[src/verilog/smsr_pkg.sv]
// shared constants of the supply monitor status block
package smsr_pkg;

  // apb register byte offsets
  localparam logic [11:0] OFF_INTEGRITY  = 12'h000;
  localparam logic [11:0] OFF_IRQ_STATUS = 12'h004;
  localparam logic [11:0] OFF_IRQ_CLEAR  = 12'h008;
  localparam logic [11:0] OFF_IRQ_ENABLE = 12'h00c;

  // fields of system_integrity_ctrl_status
  localparam int BIT_DETECT_SOURCE_SELECT  = 7;
  localparam int BIT_VOLTAGE_WARN_IRQ_EN   = 6;
  localparam int BIT_VOLTAGE_WARN_FLAG     = 5;
  localparam int BIT_LOW_VOLTAGE_RESET_FLG = 4;
  localparam int BIT_WATCHDOG_RESET_FLAG   = 0;

  // reset values of the software control bits
  localparam logic RST_DETECT_SOURCE_SELECT = 1'b0;
  localparam logic RST_VOLTAGE_WARN_IRQ_EN  = 1'b0;

  // event bits of status, clear and enable registers
  localparam int EVENT_COUNT    = 3;
  localparam int EV_FLAG_TOGGLE = 0;
  localparam int EV_FLAG_SET    = 1;
  localparam int EV_FLAG_CLEAR  = 2;
  localparam logic [EVENT_COUNT-1:0] RST_IRQ_ENABLE = 3'h0;

  // depth of the pin synchroniser
  localparam int SYNC_STAGES = 3;

endpackage

[src/verilog/smsr_supply_monitor.sv]
// supply monitor control and status register block with apb access
//
// Chosen here: the placing of the registers and the APB interface to the registers.
`timescale 1ns/10ps
`default_nettype none

module smsr_supply_monitor (
  // clock and reset
  input  wire logic        clk,
  input  wire logic        reset,
  // apb slave
  input  wire logic        psel,
  input  wire logic        penable,
  input  wire logic        pwrite,
  input  wire logic [11:0] paddr,
  input  wire logic [31:0] pwdata,
  output logic      [31:0] prdata,
  output logic             pready,
  output logic             pslverr,
  // analog comparator outputs, high while below threshold
  input  wire logic        supplyBelow,
  input  wire logic        senseBelow,
  // option configuration and reset cause from the reset manager
  input  wire logic        undervoltageEnabled,
  input  wire logic        lowVoltageResetCause,
  input  wire logic        watchdogResetCause,
  // core state
  input  wire logic        coreIrqMask,
  input  wire logic        waitMode,
  input  wire logic        haltMode,
  input  wire logic        serviceEntry,
  // requests
  output logic             voltageWarnIrq,
  output logic             wakeFromWait,
  output logic             sysIrq
);

  // register state
  logic                          detectSourceSelect_reg;
  logic                          voltageWarnIrqEnable_reg;
  logic                          voltageWarnFlag_reg;
  logic                          lowVoltageResetFlag_reg;
  logic                          watchdogResetFlag_reg;
  logic                          warnPending_reg;
  logic [smsr_pkg::EVENT_COUNT-1:0] irqStatus_reg;
  logic [smsr_pkg::EVENT_COUNT-1:0] irqEnable_reg;

  // next values
  logic                          voltageWarnFlag_next;
  logic                          warnPending_next;
  logic [smsr_pkg::EVENT_COUNT-1:0] irqStatus_next;
  logic [smsr_pkg::EVENT_COUNT-1:0] eventPulse;

  // synchronised comparator levels
  logic [1:0] compStable;
  wire        supplyStable = compStable[0];
  wire        senseStable  = compStable[1];

  smsr_pin_sync #(
    .WIDTH (2)
  ) u_comp_sync (
    .clk       (clk),
    .reset     (reset),
    .pinIn     ({senseBelow, supplyBelow}),
    .pinStable (compStable)
  );

  // apb address decode
  wire apbSetup     = psel & ~penable;
  wire apbAccess    = psel & penable;
  wire hitInteg     = (paddr == smsr_pkg::OFF_INTEGRITY);
  wire hitStatus    = (paddr == smsr_pkg::OFF_IRQ_STATUS);
  wire hitClear     = (paddr == smsr_pkg::OFF_IRQ_CLEAR);
  wire hitEnable    = (paddr == smsr_pkg::OFF_IRQ_ENABLE);
  wire hitAny       = hitInteg | hitStatus | hitClear | hitEnable;
  wire apbWrite     = apbAccess & pwrite & hitAny;
  // the core is stopped in halt, so integrity register writes are blocked there too
  wire wrInteg      = apbWrite & hitInteg & ~haltMode;
  wire wrClear      = apbWrite & hitClear;
  wire wrEnable     = apbWrite & hitEnable;

  // zero wait state slave; unmapped offsets answer with an error
  assign pready  = 1'b1;
  assign pslverr = apbAccess & ~hitAny;

  // comparator source selection, idle without the undervoltage unit
  wire selectedBelow = detectSourceSelect_reg ? senseStable
                                              : supplyStable;
  wire detectActive  = undervoltageEnabled;
  wire flagSampled   = detectActive & selectedBelow;

  // flag follows the comparator, frozen in halt
  assign voltageWarnFlag_next = haltMode ? voltageWarnFlag_reg
                                         : flagSampled;
  wire flagChange = voltageWarnFlag_next ^ voltageWarnFlag_reg;

  // pending request: set on any flag change while enabled; the set
  // wins over a service entry in the same cycle so no change is lost
  wire pendingSet = flagChange & voltageWarnIrqEnable_reg;
  assign warnPending_next =
    haltMode ? warnPending_reg :
    pendingSet ? 1'b1 :
    (serviceEntry | ~voltageWarnIrqEnable_reg) ? 1'b0 :
    warnPending_reg;

  // request to the core, gated by enable and core mask
  assign voltageWarnIrq = warnPending_reg & voltageWarnIrqEnable_reg &
                          ~coreIrqMask;
  // wake only from wait; the wake output is gated off in halt, so even a request already pending cannot wake it
  assign wakeFromWait = warnPending_reg & voltageWarnIrqEnable_reg &
                        waitMode & ~haltMode;

  // sticky event bits of the generic interrupt group
  always_comb begin
    eventPulse = '0;
    eventPulse[smsr_pkg::EV_FLAG_TOGGLE] = flagChange;
    eventPulse[smsr_pkg::EV_FLAG_SET]    = flagChange &
                                           voltageWarnFlag_next;
    eventPulse[smsr_pkg::EV_FLAG_CLEAR]  = flagChange &
                                           ~voltageWarnFlag_next;
  end

  // a clear written in the same cycle as an event loses to the event
  assign irqStatus_next = (irqStatus_reg &
                           ~(wrClear ? pwdata[smsr_pkg::EVENT_COUNT-1:0]
                                     : {smsr_pkg::EVENT_COUNT{1'b0}})) |
                          eventPulse;
  assign sysIrq = |(irqStatus_reg & irqEnable_reg);

  // software control bits
  always_ff @(posedge clk) begin
    if (reset) begin
      detectSourceSelect_reg   <= smsr_pkg::RST_DETECT_SOURCE_SELECT;
      voltageWarnIrqEnable_reg <= smsr_pkg::RST_VOLTAGE_WARN_IRQ_EN;
    end else if (wrInteg) begin
      detectSourceSelect_reg   <=
        pwdata[smsr_pkg::BIT_DETECT_SOURCE_SELECT];
      voltageWarnIrqEnable_reg <=
        pwdata[smsr_pkg::BIT_VOLTAGE_WARN_IRQ_EN];
    end
  end

  // flag and pending request; write data never reach the flag
  always_ff @(posedge clk) begin
    if (reset) begin
      voltageWarnFlag_reg <= 1'b0;
      warnPending_reg     <= 1'b0;
    end else begin
      voltageWarnFlag_reg <= voltageWarnFlag_next;
      warnPending_reg     <= warnPending_next;
    end
  end

  // reset cause flags: the low voltage flag lives through the block reset on purpose while the undervoltage unit is on,
  // the cause inputs are sampled while reset is held
  always_ff @(posedge clk) begin
    if (reset) begin
      // pin or watchdog keep the undervoltage record; flag held at
      // zero when the unit is off instead of being left undefined
      lowVoltageResetFlag_reg <= undervoltageEnabled &
        (lowVoltageResetFlag_reg | lowVoltageResetCause);
      // undervoltage clears it, watchdog sets it, pin clears it
      watchdogResetFlag_reg   <= ~lowVoltageResetCause &
                                 watchdogResetCause;
    end else if (wrInteg) begin
      // writing zero clears; writing one leaves the flag as it is
      if (!pwdata[smsr_pkg::BIT_LOW_VOLTAGE_RESET_FLG]) begin
        lowVoltageResetFlag_reg <= 1'b0;
      end
      if (!pwdata[smsr_pkg::BIT_WATCHDOG_RESET_FLAG]) begin
        watchdogResetFlag_reg <= 1'b0;
      end
    end
  end

  // generic interrupt status and enable
  always_ff @(posedge clk) begin
    if (reset) begin
      irqStatus_reg <= '0;
      irqEnable_reg <= smsr_pkg::RST_IRQ_ENABLE;
    end else begin
      irqStatus_reg <= irqStatus_next;
      if (wrEnable) begin
        irqEnable_reg <= pwdata[smsr_pkg::EVENT_COUNT-1:0];
      end
    end
  end

  // integrity register image; bits 3 to 1 read zero
  logic [7:0] integImage;
  always_comb begin
    integImage = 8'h00;
    integImage[smsr_pkg::BIT_DETECT_SOURCE_SELECT]  = detectSourceSelect_reg;
    integImage[smsr_pkg::BIT_VOLTAGE_WARN_IRQ_EN]   = voltageWarnIrqEnable_reg;
    integImage[smsr_pkg::BIT_VOLTAGE_WARN_FLAG]     = voltageWarnFlag_reg;
    integImage[smsr_pkg::BIT_LOW_VOLTAGE_RESET_FLG] = lowVoltageResetFlag_reg;
    integImage[smsr_pkg::BIT_WATCHDOG_RESET_FLAG]   = watchdogResetFlag_reg;
  end

  // read mux; the clear register is write only and reads zero
  wire [31:0] readValue =
    hitInteg  ? {24'h000000, integImage} :
    hitStatus ? {29'h00000000, irqStatus_reg} :
    hitEnable ? {29'h00000000, irqEnable_reg} :
    32'h00000000;

  // read data captured in the setup cycle, valid through the access
  always_ff @(posedge clk) begin
    if (reset) begin
      prdata <= 32'h00000000;
    end else if (apbSetup) begin
      prdata <= readValue;
    end
  end
endmodule

`default_nettype wire

[src/verilog/smsr_pin_sync.sv]
// three-stage synchroniser with agreement filter for comparator pins
`timescale 1ns/10ps
`default_nettype none

module smsr_pin_sync #(
  parameter int WIDTH = 2
) (
  // clock and reset
  input  wire logic             clk,
  input  wire logic             reset,
  // asynchronous levels
  input  wire logic [WIDTH-1:0] pinIn,
  // filtered levels in the clock domain
  output logic      [WIDTH-1:0] pinStable
);

  initial begin
    if (WIDTH < 1) begin
      $error("smsr_pin_sync: WIDTH must be at least 1");
    end
  end

  logic [WIDTH-1:0] stage1_reg;
  logic [WIDTH-1:0] stage2_reg;
  logic [WIDTH-1:0] stage3_reg;
  logic [WIDTH-1:0] stable_next;

  // a bit moves only once stages two and three agree; stage one is
  // read by stage two alone so metastability never reaches a gate
  assign stable_next = (stage2_reg & stage3_reg) |
                       (pinStable & (stage2_reg | stage3_reg));

  // shift chain and filtered output
  always_ff @(posedge clk) begin
    if (reset) begin
      stage1_reg <= '0;
      stage2_reg <= '0;
      stage3_reg <= '0;
      pinStable  <= '0;
    end else begin
      stage1_reg <= pinIn;
      stage2_reg <= stage1_reg;
      stage3_reg <= stage2_reg;
      pinStable  <= stable_next;
    end
  end

endmodule

`default_nettype wire

[config.mk]
export PLATFORM = sky130hd
export DESIGN_NAME = smsr_supply_monitor
export DESIGN_NICKNAME = d
export VERILOG_FILES = /design/src/verilog/smsr_pkg.sv /design/src/verilog/smsr_supply_monitor.sv /design/src/verilog/smsr_pin_sync.sv
export SDC_FILE = /design/constraint.sdc
export NUM_CORES = 1
export LEC_CHECK = 0
export BUFFER_PORTS_ARGS = -buffer_cell sky130_fd_sc_hd__buf_2
export CAP_MARGIN = 20
export CORE_MARGIN = 1
export CORE_UTILIZATION = 41
export CTS_CLUSTER_DIAMETER = 120
export DETAILED_ROUTE_END_ITERATION = 10
export GPL_ROUTABILITY_DRIVEN = 0
export PLACE_DENSITY = 0.79
export SETUP_SLACK_MARGIN = 0.02
export SYNTH_ARGS = -nofsm -noshare
export SYNTH_HDL_FRONTEND = slang
export SYNTH_SLANG_ARGS = --single-unit
[constraint.sdc]
create_clock -name clk -period 2.2 [get_ports clk]
set_input_delay 0.11 -clock clk [delete_from_list [all_inputs] [get_ports clk]]
set_output_delay 0.11 -clock clk [all_outputs]
set_load 0.1 [all_outputs]
==> metrics.md <==
| Metric | Value |
|---|---|
| Vias in the first global route | 967 |
| WL final | 2640 um |
| Combinational group share of total power | 28.2% |
| First-pass GRT wire length | 4350 um |
| Via count | 1,131 |
| Setup-failing EPs final | 0 |
| Post-DRT Antenna Nets | 0 |
| Layout area overhead | 16.1% |
| Initial DRC count | 43 |
| DIE WIDTH | 60.8 um |
| Clock Power Share | 21.3% |
| GRT overflow | 0 |
| CTS clock-pin slew for the worst setup and hold paths | 0.14 ns |
| Clock tree buffer depth | 2 |
| Worst setup SP type | register |
| I/O pin count | 95 |
| P_int | 610 uW |
| Data required, critical path | 2.45 ns |
| Post-synth top area share | between 30% and 40% |
| # port buffers | between 40 and 50 |
| Clock sinks | 27 |
| Commonest cells after routing, fill and taps aside | buf_2 (42), conb_1 (26), dfxtp_1 (25) |
| Inserted Diodes | 0 |
| Core Area | 3150 um2 |
| Seq pwr share | 50.5% |
| Post-Layout Cell Count | 245 |
| Max reg flops | 7 |
| Setup TNS | 0 ns |
| Outcome | finished, final reports clean |
| Drt drc | 0 |
| Via/cell ratio | about 4.6 |
| Peak supply drop | approximately 0.00029 V |
| Post-synth EDFFs | 2 |
| Cell taking the most area after synthesis | dfxtp_1 |
| Mean area per synthesized cell | approximately 9.1 um2 |
| Worst reg2reg setup slack | approximately 0.52 ns |
| Placed cell area | around 1600 um2 |
| Max Cap Viol | 0 |
| Post-Place Cells | 236 |
| Placement Rows | 20 |
| Max Clock Freq | 596 MHz |
| Fin Clk Skew | 0.00513 ns |
| Fin. max-slew vios | 0 |
| Clock Latency Late Sink | 0.32 ns |
| Cell area power density | 609 nW/um2 |
| Final period demand of the worst path | between 1.5 and 2 ns |
| Synth Warn # | 0 |
| Largest net degree at the start of global routing | 27 |
| Crit path DAT | slightly below 2 ns |
| Seq/Total Area, Yosys | 39.6% |
| Post-cts resize count | 0 |
| Layout Utilization | 52.1% |
| GRT Util Overall | 16.0% |
| # nets final | around 260 |
| Max H-tree Level | 1 |
| Most common cell after layout, fill and taps aside | buf_2 |
| DPL Wire Length | 2070 um |
| Seq cells post-synth | 27 |
| Leak | between 0.0007 and 0.0008 uW |
| Worst Hold Class | primary input to register |
| Ys flop type | dfxtp_1 |
| Die Ht | 60.8 um |
| Synth top area cells | dfxtp_1 (35%), buf_4 (14%), nand2_1 (4.5%), mux2i_1 (4.2%), edfxtp_1 (4.2%) |
| Power, Total | roughly 1000 uW |
| CTS root buffer | clkbuf_4 |
| Sw frac | roughly 40% |
| Crit path capture type | register |
| Die area | ~3700 um2 |
| Routed wire per std cell | 10.8 um |
| Cells after Synth | 156 |
| Layout cells sized above 1 | between 20% and 30% |
| Number of distinct library cells after synthesis | 33 |
| Synth Cell Area | 1420 um2 |
| RSZ-0062 raised after global routing | false |
| Asr flop ratio synth | 0% |
| CTS Buf Count | 3 |
| Initial Util | 44.9% |
| First-pass DRT Iterations | 4 |
| Crit path max fanout | 3 |
| Setup Crit Path Kind | register to register |
| Final period util | 76.3% |
| CTS tree | done |
| Final instance area | 1640 um2 |
| Initial antenna violation count | 0 |
| Switching pwr | about 400 uW |
| Final hold vios | 0 |
==> timing repair <==
item                      4_1_cts  5_1_grt
hold buffers                    5        0
hold endpoints to repair        5        0
setup buffers                   0        0
==> through the flow <==
stage               setup WS, ns  hold WS, ns
floorplan                  0.397        0.182
global route               0.342       0.0388
detailed placement         0.470        0.322
finish                     0.522       0.0219
CTS                        0.506       0.0217
global placement           0.489        0.319
==> layer usage <==
layer	global-route usage, %	wire length (um)
met5	0	0
met4	2.92	15
met2	28.3	1260
met1	20.1	1220
met3	3.84	147
==> layout make-up <==
type / instances / area [um2]
Clock buffer: 3 / 22.5
Clock inverter: 1 / 5.00
Fill cell: 326 / 1510
Inverter: 5 / 18.8
Multi-Input combinational cell: 118 / 721
Sequential cell: 27 / 561
Tap cell: 44 / 55.1
Timing Repair Buffer: 47 / 260
==> worst paths after layout <==
path / from / end / cells past startpoint
setup / recovery: detectSourceSelect_reg / irqStatus_reg[0] / 7
hold / removal: pwdata[7] / detectSourceSelect_reg / 3
setup reg to reg: detectSourceSelect_reg / irqStatus_reg[0] / 7
hold reg to reg: prdata[1] / prdata[1] / 2
==> cell families after synthesis <==
logic type      share of synthesized area, %
simple gates                            25.4
buf+inv                                 16.2
flops                                   39.6
compound gates                          9.90
mux                                     6.63
fa+ha+maj                               1.77
other cells                            0.531
==> synth_stat cells (all sizes together) (2+ instances only) <==
| library cell | number |
|---|---|
| clkbuf | 2 |
| nand4 | 5 |
| mux2 | 3 |
| nor2 | 13 |
| or4 | 3 |
| mux2i | 6 |
| dfxtp | 25 |
| nand2b | 2 |
| nor3b | 3 |
| nor4 | 2 |
| buf | 28 |
| o21bai | 3 |
| o21ai | 3 |
| ha | 2 |
| a311oi | 3 |
| edfxtp | 2 |
| a21oi | 10 |
| nor2b | 9 |
| inv | 5 |
| nand2 | 17 |
| conb | 2 |
==> power by group through the flow <==
stage	Sequential [uW]	Combinational [uW]	Clock, uW
finish	505	282	213
global route	507	294	249
CTS	506	281	221
detailed placement	516	275	0
global placement	516	273	0
floorplan	519	265	0
==> critical path, stage by stage, from the launching register on <==
cell and delay, ns:
dfxtp_1 0.40, mux2i_1 0.19, nor3b_1 0.06, a21oi_1 0.21
inv_1 0.08, ha_1 0.30, nor2b_1 0.14, a311oi_1 0.22
No activity file was read; power rests on OpenSTA's default activity.
